### config.mk
export PLATFORM = sky130hd
export DESIGN_NAME = stt_timer
export DESIGN_NICKNAME = d
export VERILOG_FILES = /design/src/rtl/stt_ref_tick.v /design/src/rtl/stt_down_counter.v /design/src/rtl/stt_timer.v
export VERILOG_INCLUDE_DIRS = /design/src /design/src/rtl
export SDC_FILE = /design/constraint.sdc
export NUM_CORES = 1
export LEC_CHECK = 0
export ABC_AREA = 1
export BUFFER_PORTS_ARGS = -buffer_cell sky130_fd_sc_hd__buf_2
export CORE_MARGIN = 1
export CORE_UTILIZATION = 45
export CTS_CLUSTER_SIZE = 25
export DETAILED_ROUTE_END_ITERATION = 10
export GPL_TIMING_DRIVEN = 0
export HOLD_SLACK_MARGIN = 0.03
export MAX_ROUTING_LAYER = met4
export PLACE_DENSITY = 0.68
export SYNTH_ARGS = -nofsm -noshare
export SYNTH_HDL_FRONTEND = slang
export SYNTH_SLANG_ARGS = --single-unit
### constraint.sdc
create_clock -name clk -period 2 [get_ports clk]
set_input_delay 0.3 -clock clk [delete_from_list [all_inputs] [get_ports clk]]
set_output_delay 0.3 -clock clk [all_outputs]
set_load 0.01 [all_outputs]
### src/rtl/stt_map.vh
`ifndef STT_MAP_VH
`define STT_MAP_VH

// register addresses in the system control space
`define STT_ADDR_W            32
`define STT_ADDR_CTRL_STATUS  32'he000e010
`define STT_ADDR_RELOAD       32'he000e014
`define STT_ADDR_CURRENT      32'he000e018
`define STT_ADDR_CALIB        32'he000e01c

// register index codes from the address decoder
`define STT_SEL_W             3
`define STT_SEL_NONE          3'h0
`define STT_SEL_CTRL_STATUS   3'h1
`define STT_SEL_RELOAD        3'h2
`define STT_SEL_CURRENT       3'h3
`define STT_SEL_CALIB         3'h4

// data width and counter width
`define STT_DATA_W            32
`define STT_COUNT_W           24

// control/status field positions
`define STT_CSR_ENABLE_BIT    0
`define STT_CSR_IRQ_EN_BIT    1
`define STT_CSR_CLKSEL_BIT    2
`define STT_CSR_FLAG_BIT      16

// calibration field positions
`define STT_CAL_ABSENT_BIT    31
`define STT_CAL_INEXACT_BIT   30
`define STT_CAL_HINT_MSB      23
`define STT_CAL_HINT_LSB      0

// clock select encodings
`define STT_CLKSEL_REF        1'h0
`define STT_CLKSEL_CPU        1'h1

// reset values
`define STT_RST_ENABLE        1'h0
`define STT_RST_IRQ_EN        1'h0
`define STT_RST_FLAG          1'h0
`define STT_RST_COUNT         24'h000000
`define STT_RST_RELOAD        24'h000000
`define STT_RST_WORD          32'h00000000

// answer for reserved or absent locations
`define STT_RAZ_WORD          32'h00000000

// calibration defaults: 10 ms at 20 MHz is 200000 cycles, reload 199999
`define STT_TEN_MS_RELOAD     24'h030d3f

`endif

### src/rtl/stt_ref_tick.v
`timescale 1ns/1ns
`default_nettype none

// turns the reference clock input into one-cycle count enables
module stt_ref_tick (
    input  wire clk,
    input  wire arst_n,
    input  wire ref_clk_in,
    output reg  ref_tick_q
);

    reg sync_a_q;
    reg sync_b_q;
    reg last_q;

    // two-stage synchroniser, then a rising edge detector
    always @(posedge clk or negedge arst_n) begin
        if (!arst_n) begin
            sync_a_q   <= 1'h0;
            sync_b_q   <= 1'h0;
            last_q     <= 1'h0;
            ref_tick_q <= 1'h0;
        end else begin
            sync_a_q   <= ref_clk_in;
            sync_b_q   <= sync_a_q;
            last_q     <= sync_b_q;
            ref_tick_q <= sync_b_q & ~last_q;
        end
    end

endmodule

`default_nettype wire

### src/rtl/stt_down_counter.v
`timescale 1ns/1ns
`default_nettype none

// wrap-on-zero down counter with clear-to-zero
module stt_down_counter #(
    parameter COUNT_W = 24
) (
    input  wire               clk,
    input  wire               arst_n,
    input  wire               step,
    input  wire               clear,
    input  wire [COUNT_W-1:0] reload,
    output reg  [COUNT_W-1:0] count_q,
    output reg                zero_event_q
);

    localparam [COUNT_W-1:0] ZERO = {COUNT_W{1'b0}};
    localparam [COUNT_W-1:0] ONE  = {{(COUNT_W-1){1'b0}}, 1'b1};

    // clear beats a step; a zero count reloads on the next step
    always @(posedge clk or negedge arst_n) begin
        if (!arst_n) begin
            count_q      <= ZERO;
            zero_event_q <= 1'h0;
        end else if (clear) begin
            count_q      <= ZERO;
            zero_event_q <= 1'h0;
        end else if (step) begin
            if (count_q == ZERO) begin
                count_q      <= reload;
                zero_event_q <= 1'h0;
            end else begin
                count_q      <= count_q - ONE;
                zero_event_q <= (count_q == ONE);
            end
        end else begin
            zero_event_q <= 1'h0;
        end
    end

endmodule

`default_nettype wire

### src/rtl/stt_timer.v
`timescale 1ns/1ns
`default_nettype none
`include "stt_map.vh"

module stt_timer #(
    parameter                    TIMER_PRESENT = 1,
    parameter                    REF_ABSENT    = 0,
    parameter                    CAL_INEXACT   = 0,
    parameter [`STT_COUNT_W-1:0] TEN_MS_HINT   = `STT_TEN_MS_RELOAD,
    parameter                    IMPL_W        = `STT_COUNT_W
) (
    input  wire                   clk,
    input  wire                   arst_n,
    input  wire                   ref_clk_in,
    input  wire                   debug_halted,
    input  wire                   reg_rd_en,
    input  wire                   reg_wr_en,
    input  wire [`STT_ADDR_W-1:0] reg_addr,
    input  wire [`STT_DATA_W-1:0] reg_wdata,
    output reg  [`STT_DATA_W-1:0] reg_rdata_q,
    output reg                    reg_rd_valid_q,
    output reg                    tick_pending_pulse_q,
    output reg                    zero_reached_flag_q
);

    localparam CW = `STT_COUNT_W;
    localparam DW = `STT_DATA_W;

    // clock select reset value follows the reference clock straps
    localparam [0:0] CLKSEL_RST = (REF_ABSENT != 0) ? `STT_CLKSEL_CPU
                                                    : `STT_CLKSEL_REF;

    // mask of implemented counter bits
    localparam [CW-1:0] IMPL_MASK = (IMPL_W >= CW) ? {CW{1'b1}}
                                  : ~({CW{1'b1}} << IMPL_W);

    // ------------------------------------------------------------
    // address decode, used by both the write and the read path
    // ------------------------------------------------------------
    function [`STT_SEL_W-1:0] decode;
        input [`STT_ADDR_W-1:0] addr;
        begin
            if (TIMER_PRESENT == 0) begin
                decode = `STT_SEL_NONE;
            end else begin
                case (addr)
                    `STT_ADDR_CTRL_STATUS: decode = `STT_SEL_CTRL_STATUS;
                    `STT_ADDR_RELOAD:      decode = `STT_SEL_RELOAD;
                    `STT_ADDR_CURRENT:     decode = `STT_SEL_CURRENT;
                    `STT_ADDR_CALIB:       decode = `STT_SEL_CALIB;
                    default:               decode = `STT_SEL_NONE;
                endcase
            end
        end
    endfunction

    // ------------------------------------------------------------
    // control state
    // ------------------------------------------------------------
    reg          enable_q;
    reg          tick_irq_enable_q;
    reg          clock_select_q;
    reg [CW-1:0] reload_q;

    wire [`STT_SEL_W-1:0] rd_sel;
    wire [`STT_SEL_W-1:0] wr_sel;
    wire                  wr_csr;
    wire                  wr_reload;
    wire                  wr_current;
    wire                  rd_csr;

    assign rd_sel     = reg_rd_en ? decode(reg_addr) : `STT_SEL_NONE;
    assign wr_sel     = reg_wr_en ? decode(reg_addr) : `STT_SEL_NONE;
    assign wr_csr     = (wr_sel == `STT_SEL_CTRL_STATUS);
    assign wr_reload  = (wr_sel == `STT_SEL_RELOAD);
    assign wr_current = (wr_sel == `STT_SEL_CURRENT);
    assign rd_csr     = (rd_sel == `STT_SEL_CTRL_STATUS);

    // control/status writes; other bits are not stored
    always @(posedge clk or negedge arst_n) begin
        if (!arst_n) begin
            enable_q          <= `STT_RST_ENABLE;
            tick_irq_enable_q <= `STT_RST_IRQ_EN;
            clock_select_q    <= CLKSEL_RST;
        end else if (wr_csr) begin
            enable_q          <= reg_wdata[`STT_CSR_ENABLE_BIT];
            tick_irq_enable_q <= reg_wdata[`STT_CSR_IRQ_EN_BIT];
            if (REF_ABSENT == 0) begin
                clock_select_q <= reg_wdata[`STT_CSR_CLKSEL_BIT];
            end else begin
                clock_select_q <= `STT_CLKSEL_CPU;
            end
        end
    end

    // reload value; only the low IMPL_W bits, at most 24, are kept
    always @(posedge clk or negedge arst_n) begin
        if (!arst_n) begin
            reload_q <= `STT_RST_RELOAD;
        end else if (wr_reload) begin
            reload_q <= reg_wdata[CW-1:0] & IMPL_MASK;
        end
    end

    // ------------------------------------------------------------
    // counting clock selection
    // ------------------------------------------------------------
    wire ref_tick;
    wire count_tick;
    wire count_step;
    wire sel_cpu;

    stt_ref_tick u_ref_tick (
        .clk        (clk),
        .arst_n     (arst_n),
        .ref_clk_in (ref_clk_in),
        .ref_tick_q (ref_tick)
    );

    // an absent reference clock always means the processor clock
    assign sel_cpu    = (REF_ABSENT != 0) |
                        (clock_select_q == `STT_CLKSEL_CPU);
    assign count_tick = sel_cpu ? 1'b1 : ref_tick;
    // enabled, ticking and not halted by the debugger
    assign count_step = enable_q & count_tick & ~debug_halted;

    // ------------------------------------------------------------
    // the counter itself
    // ------------------------------------------------------------
    wire [CW-1:0] count_raw;
    wire          zero_event;
    wire [CW-1:0] count_vis;

    // write clears regardless of data, with no read-back check
    stt_down_counter #(
        .COUNT_W (CW)
    ) u_counter (
        .clk          (clk),
        .arst_n       (arst_n),
        .step         (count_step),
        .clear        (wr_current),
        .reload       (reload_q),
        .count_q      (count_raw),
        .zero_event_q (zero_event)
    );

    // unsupported counter bits read as zero
    assign count_vis = count_raw & IMPL_MASK;

    // ------------------------------------------------------------
    // zero-reached flag: a new event wins over a clear
    // ------------------------------------------------------------
    always @(posedge clk or negedge arst_n) begin
        if (!arst_n) begin
            zero_reached_flag_q <= `STT_RST_FLAG;
        end else if (zero_event) begin
            zero_reached_flag_q <= 1'h1;
        end else if (rd_csr | wr_current) begin
            zero_reached_flag_q <= 1'h0;
        end
    end

    // ------------------------------------------------------------
    // exception request to the processor
    // ------------------------------------------------------------
    // only a counted 1 to 0 step raises it, never a software clear
    always @(posedge clk or negedge arst_n) begin
        if (!arst_n) begin
            tick_pending_pulse_q <= 1'h0;
        end else begin
            tick_pending_pulse_q <= zero_event &
                                    tick_irq_enable_q;
        end
    end

    // ------------------------------------------------------------
    // read data assembly
    // ------------------------------------------------------------
    reg [DW-1:0] csr_word;
    reg [DW-1:0] reload_word;
    reg [DW-1:0] current_word;
    reg [DW-1:0] calib_word;
    reg [DW-1:0] rd_word;

    // control/status: reserved bits stay zero
    always @* begin
        csr_word                        = `STT_RST_WORD;
        csr_word[`STT_CSR_ENABLE_BIT]   = enable_q;
        csr_word[`STT_CSR_IRQ_EN_BIT]   = tick_irq_enable_q;
        csr_word[`STT_CSR_CLKSEL_BIT]   = sel_cpu;
        csr_word[`STT_CSR_FLAG_BIT]     = zero_reached_flag_q;
    end

    // reload and current value, upper byte reads zero
    always @* begin
        reload_word          = `STT_RST_WORD;
        reload_word[CW-1:0]  = reload_q;
        current_word         = `STT_RST_WORD;
        current_word[CW-1:0] = count_vis;
    end

    // calibration: fixed implementation values
    always @* begin
        calib_word                      = `STT_RST_WORD;
        calib_word[`STT_CAL_ABSENT_BIT] = (REF_ABSENT != 0);
        calib_word[`STT_CAL_INEXACT_BIT] = (CAL_INEXACT != 0);
        calib_word[`STT_CAL_HINT_MSB:`STT_CAL_HINT_LSB] =
            TEN_MS_HINT;
    end

    // select by decoded address; reserved locations read zero
    always @* begin
        case (rd_sel)
            `STT_SEL_CTRL_STATUS: rd_word = csr_word;
            `STT_SEL_RELOAD:      rd_word = reload_word;
            `STT_SEL_CURRENT:     rd_word = current_word;
            `STT_SEL_CALIB:       rd_word = calib_word;
            default:              rd_word = `STT_RAZ_WORD;
        endcase
    end

    // registered read answer, one cycle after the request
    always @(posedge clk or negedge arst_n) begin
        if (!arst_n) begin
            reg_rdata_q    <= `STT_RST_WORD;
            reg_rd_valid_q <= 1'h0;
        end else begin
            reg_rd_valid_q <= reg_rd_en;
            if (reg_rd_en) begin
                reg_rdata_q <= rd_word;
            end
        end
    end

endmodule

`default_nettype wire

Yosys cells after proc, flatten, opt, wreduce, memory -nomap -nowiden
Cells that the tools add are included.
W data, S select, Z words.

storage, ports and cells
  register bits after elaboration = 91
  bits of input ports = 70
  output and inout bits = 35

cells by class
  $add $sub $neg = 1
  eq/ne operators = 12
  muxes and demuxes = 13
  bitwise gates (word level) = 7
  reductions and logical operators = 3

operators with widths
  cell                     count
  $eq A32 B32 Y1 const B   4
  $pmux W24 S4             1
  $mux W24                 3
  $eq A24 B1 Y1 const B    1
  $logic_not A24 Y1        1
  $sub A24 B1 Y24 const B  1
  $eq A3 B2 Y1 const B     4
  $pmux W3 S4              1
  $eq A3 B1 Y1 const B     2
  $mux W1                  6
  $mux W3                  2
  $and A1 B1 Y1            4
  $reduce_bool A2 Y1       2
  $eq A3 B3 Y1 const B     1
  $not A1 Y1               2
  $or A1 B1 Y1             1

Logic depth before layout (Yosys ltp)
  depth after elaboration = 7
  depth in mapped cells = 12
  mapped depth without buffers = 12

Cells and area by module
From an unflattened synthesis, not the netlist that was laid out.

unflattened totals
  cells, all modules = 687
  area, all modules = 4,947.2 sq um

modules (own cells, without submodules)
  module            instances  cells each  area each (sq um)  seq. area each (sq um)
  stt_timer         1          367         2,802.7            1,351.3
  stt_down_counter  1          314         2,034.5            625.6
  stt_ref_tick      1          6           110.1              100.1

Least setup slack after synthesis
OpenSTA, ideal clock, no wires.

  path type = flip-flop to flip-flop
  from = reg u_counter.count_q[0]
  to = reg u_counter.count_q[12]
  setup time = 0.124 ns
  arrival time = 1.435 ns
  required time = 1.876 ns
  slack = 0.441 ns
  stages on the path, launching flop included = 9
  buffers on the path = 0
  period minus slack after synthesis = 1.559 ns
  path through = dfrtp_1 -> inv_1 -> ha_1 -> nand2_1 -> nor2_1 -> nand2_1 -> xnor2_1 -> a21boi_0 -> o21ai_1

between the ends
  word-level cells in the longest chain between the ends = 4
  elaborated cells on any way between the ends = 5
  those cells by class = add/sub: 1; mux: 3; reduce/logical: 1

RTL lines
  item                                                         RTL line                                      text
  start: declaration                                           stt_down_counter.v:13                         output reg [COUNT_W-1:0] count_q,
  start signal: assignment                                     stt_down_counter.v:30                         count_q <= reload;
  start signal: assignment                                     stt_down_counter.v:33                         count_q <= count_q - ONE;
  $sub A24 B1 Y24 / $logic_not A24 Y1 (equally long branches)  stt_down_counter.v:33, stt_down_counter.v:29
  $mux W24 *                                                   stt_down_counter.v:29                         if (count_q == ZERO) begin
  $mux W24 *                                                   stt_down_counter.v:28                         end else if (step) begin
  $mux W24 *                                                   stt_down_counter.v:25                         end else if (clear) begin

Mark *: on every way between the ends. The rest lies on a longest branch, timed or not. The select of a mux whose other input is x is not followed.
A chain may end at the register's enable or synchronous reset.

Worst setup path in the final report
  from = reg u_counter.count_q[0]
  to = reg u_counter.count_q[16]

The elaborated chain is that of the path after synthesis.

==> flow_metrics.env <==
export IMPL_dieArea_um2=11200
export IMPL_start_util_pct=46.8
export IMPL_hold_path_class="in2reg"
export IMPL_area_growth_pct=18.3
export IMPL_synthDistinctLibCells=32
export IMPL_num_rows=37
export IMPL_first_iter_violations=336
export IMPL_drive_above_1_share_pct=21.9
export IMPL_worst_setup_path_type="reg2reg"
export IMPL_max_cap_violations=0
export IMPL_drt_pass1_iterations=5
export IMPL_ant_nets=0
export IMPL_ys_top_cells_by_area="dfrtp_1 43%, nand2_1 16%, nand3_1 6.7%, nor2_1 6.2%, inv_1 4.9%"
export IMPL_synth_ff_type="dfrtp_1"
export IMPL_dieWidth_um=106
export IMPL_diodes=0
export IMPL_status="completed"
export IMPL_ys_warnings_count=0
export IMPL_drt_wl_total_mm=13.2
export IMPL_period_minus_slack_ns=1.91
export IMPL_arrival_ns=2.21
export IMPL_fin_skew_ns=0.0119
export IMPL_cts_reportedPaths_clkPinSlew_ns=0.09
export IMPL_synth_cells_most_frequent="207 x nand2_1, 83 x dfrtp_1, 80 x nor2_1"
export IMPL_p_per_area_nw_per_um2=547
export IMPL_grt_pass1_vias=4533
export IMPL_stdcell_area_um2=5760
export IMPL_gr_total_overflow=0
export IMPL_p_seq_share_pct=54.4
export IMPL_fillers=1018
export IMPL_report_final_hold_viol_count=0
export IMPL_slew_viol_final=0
export IMPL_clkPwrFrac_pct=37.1
export IMPL_power_switching_uw=877
export IMPL_yosysTopAreaCell="dfrtp_1"
export IMPL_io_buffer_count=88
export IMPL_grt_use_total_pct=25.7
export IMPL_die_h_um=106
export IMPL_drc=0
export IMPL_finalSetupTns_ns=0
export IMPL_power_frac_comb_pct=8.5
export IMPL_critPathCaptureType="register"
export IMPL_finalCritPeriodShare_pct=95.4
export IMPL_synth_avg_cell_area_um2=7.34
export IMPL_vias=4703
export IMPL_cts_made_buffers=9
export IMPL_syn_area_um2=4870
export IMPL_clkSinkCount=83
export IMPL_setup_viol=0
export IMPL_synth_edf_count=0
export IMPL_startpoint_type="register"
export IMPL_placeableCoreArea_um2=10400
export IMPL_vias_per_cell=5.15
export IMPL_post_dp_cell_area_um2=5540
export IMPL_netlist_area_leader_share_pct=42.6
export IMPL_synthCells=664
export IMPL_clock_fmax_mhz=524
export IMPL_htreeDepth=3
export IMPL_antenna_found_initial=0
export IMPL_ir_drop_uv=301
export IMPL_yosys_register_bits=83
export IMPL_switching_share_pct=27.8
export IMPL_synth_most_common_cell="nand2_1"
export IMPL_nets=846
export IMPL_clk_path_buf_depth=2
export IMPL_cts_root_buffer="clkbuf_8"
export IMPL_clock_latency_ns=0.37
export IMPL_crit_required_ns=2.30
export IMPL_yosysSeqAreaShare_pct=42.6
export IMPL_dp_hpwl_mm=10.1
export IMPL_worstMarginPinSlew_ns=0.568
export IMPL_crit_fanout=5
export IMPL_grt_pass1_wl_mm=21.9
export IMPL_max_slew_margin_rel_pct=61.8
export IMPL_boundaryPins=105
export IMPL_whs_ns=0.119
export IMPL_synth_async_sr_flop_share_pct=100
export IMPL_rsz0062_at_grt="no"
export IMPL_place_gp_congestion=0.943
export IMPL_leakage_uw=0.00310
export IMPL_wl_per_cell_um=14.4
export IMPL_cts_tree="built"
export IMPL_p_int_uw=2280
export IMPL_grt_start_max_net_pins=73
## worst max-delay path, cell delays in order (launching register included)
cell and delay (ns):
dfrtp_1 0.45, inv_1 0.13, ha_1 0.19, nand2_1 0.16
nor2_2 0.28, nand2_1 0.17, nor3_1 0.15, o21ai_0 0.12
nand2_1 0.08, nand2_1 0.05, nand2_1 0.06
## final cells by class
type | count | area, um^2 | share of cell area (%)
plain buffers | 28 | 221 | 3.84
clock buffers | 9 | 124 | 2.15
clock inverters | 6 | 55.1 | 0.955
inverters | 68 | 255 | 4.43
multi-input cells | 492 | 2370 | 41.1
flip-flops and latches | 83 | 2080 | 36.0
well taps | 136 | 170 | 2.95
repair buffers | 91 | 490 | 8.51
## what timing repair did
item / in CTS / in global routing
endpoints found under the setup margin: 0 / 16
gates resized for setup: 0 / 9
hold buffers: 2 / 0
hold endpoints to repair: 12 / 0
buffers inserted: 0 / 0
## cell families (layout without fill, tap and decap cells)
logic type / Yosys count / in the layout / synth area share [%]
flops: 83 / 83 / 42.6
mux: 4 / 4 / 0.822
xor+xnor: 12 / 12 / 2.16
compound gates: 60 / 60 / 6.65
buf+inv: 96 / 202 / 9.73
simple gates: 405 / 405 / 37.2
fa+ha+maj: 3 / 3 / 0.770
other cells: 1 / 8 / 0.0769
## per-layer routing
layer | up-vias | share of wire [%] | GRT usage, %
met5 | - | 0 | -
met4 | 0 | 1.8 | 7.24
met3 | 19 | 5.4 | 4.54
met2 | 161 | 46 | 39.4
met1 | 2219 | 47 | 35.1
li1 | 2304 | - | -
## final timing paths
kind	start	endpoint	slack (ns)	depth (start not counted)
worst max-delay path	u_counter.count_q[0]$_DFFE_PN0P_	u_counter.count_q[16]$_DFFE_PN0P_	0.09	10
worst min-delay path	reg_rd_en	reg_rd_valid_q$_DFF_PN0_	0.12	1
worst max register to register	u_counter.count_q[0]$_DFFE_PN0P_	u_counter.count_q[16]$_DFFE_PN0P_	0.09	10
worst min register to register	u_ref_tick.sync_a_q$_DFF_PN0_	u_ref_tick.sync_b_q$_DFF_PN0_	0.36	0
max in group asynchronous	arst_n	reg_rdata_q[11]$_DFFE_PN0P_	1.08	3
min in group asynchronous	arst_n	reg_rdata_q[18]$_DFFE_PN0P_	0.31	2
## power groups by stage
stage / sequential, uW / clock [uW] / combinational (uW)
floorplan: 1740 / 0 / 128
global placement: 1750 / 0 / 247
detailed placement: 1750 / 0 / 264
CTS: 1710 / 1190 / 268
global route: 1720 / 1250 / 308
finish: 1720 / 1170 / 269
## cells in the final DEF, fill, tap and decap left out, drive strengths merged
master       count
a21boi           2
a21oi            5
a31o             1
and2             2
buf            113
clkbuf          13
clkinv           1
conb             8
dfrtp           83
dlygate4sd3      2
ha               3
inv             73
mux2i            4
nand2          211
nand3           71
nand3b           1
nand4           16
nor2            92
nor3             9
o21ai           52
or2              3
xnor2            6
xor2             6
## metrics by stage
step	utilization (%)	worst slack (ns)	std cells	power, uW
after floorplan	-	0.441	671	1870
after global placement	52.9	-0.0446	895	1990
after detailed placement	53.2	0.0856	896	2010
after CTS	55.1	0.0622	913	3170
after global routing	55.3	0.000706	913	3270
final	55.3	0.0920	913	3150
## registers in the layout, summed over array words and instances, names as in the netlist
| register | flops |
|---|---|
| u_ref_tick.last_q | 1 |
| u_ref_tick.sync_a_q | 1 |
| zero_reached_flag_q | 1 |
| u_counter.zero_event_q | 1 |
| reload_q | 24 |
| reg_rdata_q | 24 |
| clock_select_q | 1 |
| enable_q | 1 |
| reg_rd_valid_q | 1 |
| u_ref_tick.ref_tick_q | 1 |
| tick_pending_pulse_q | 1 |
| u_counter.count_q | 24 |
| u_ref_tick.sync_b_q | 1 |
| tick_irq_enable_q | 1 |
No activity file was read; power rests on OpenSTA's default activity.
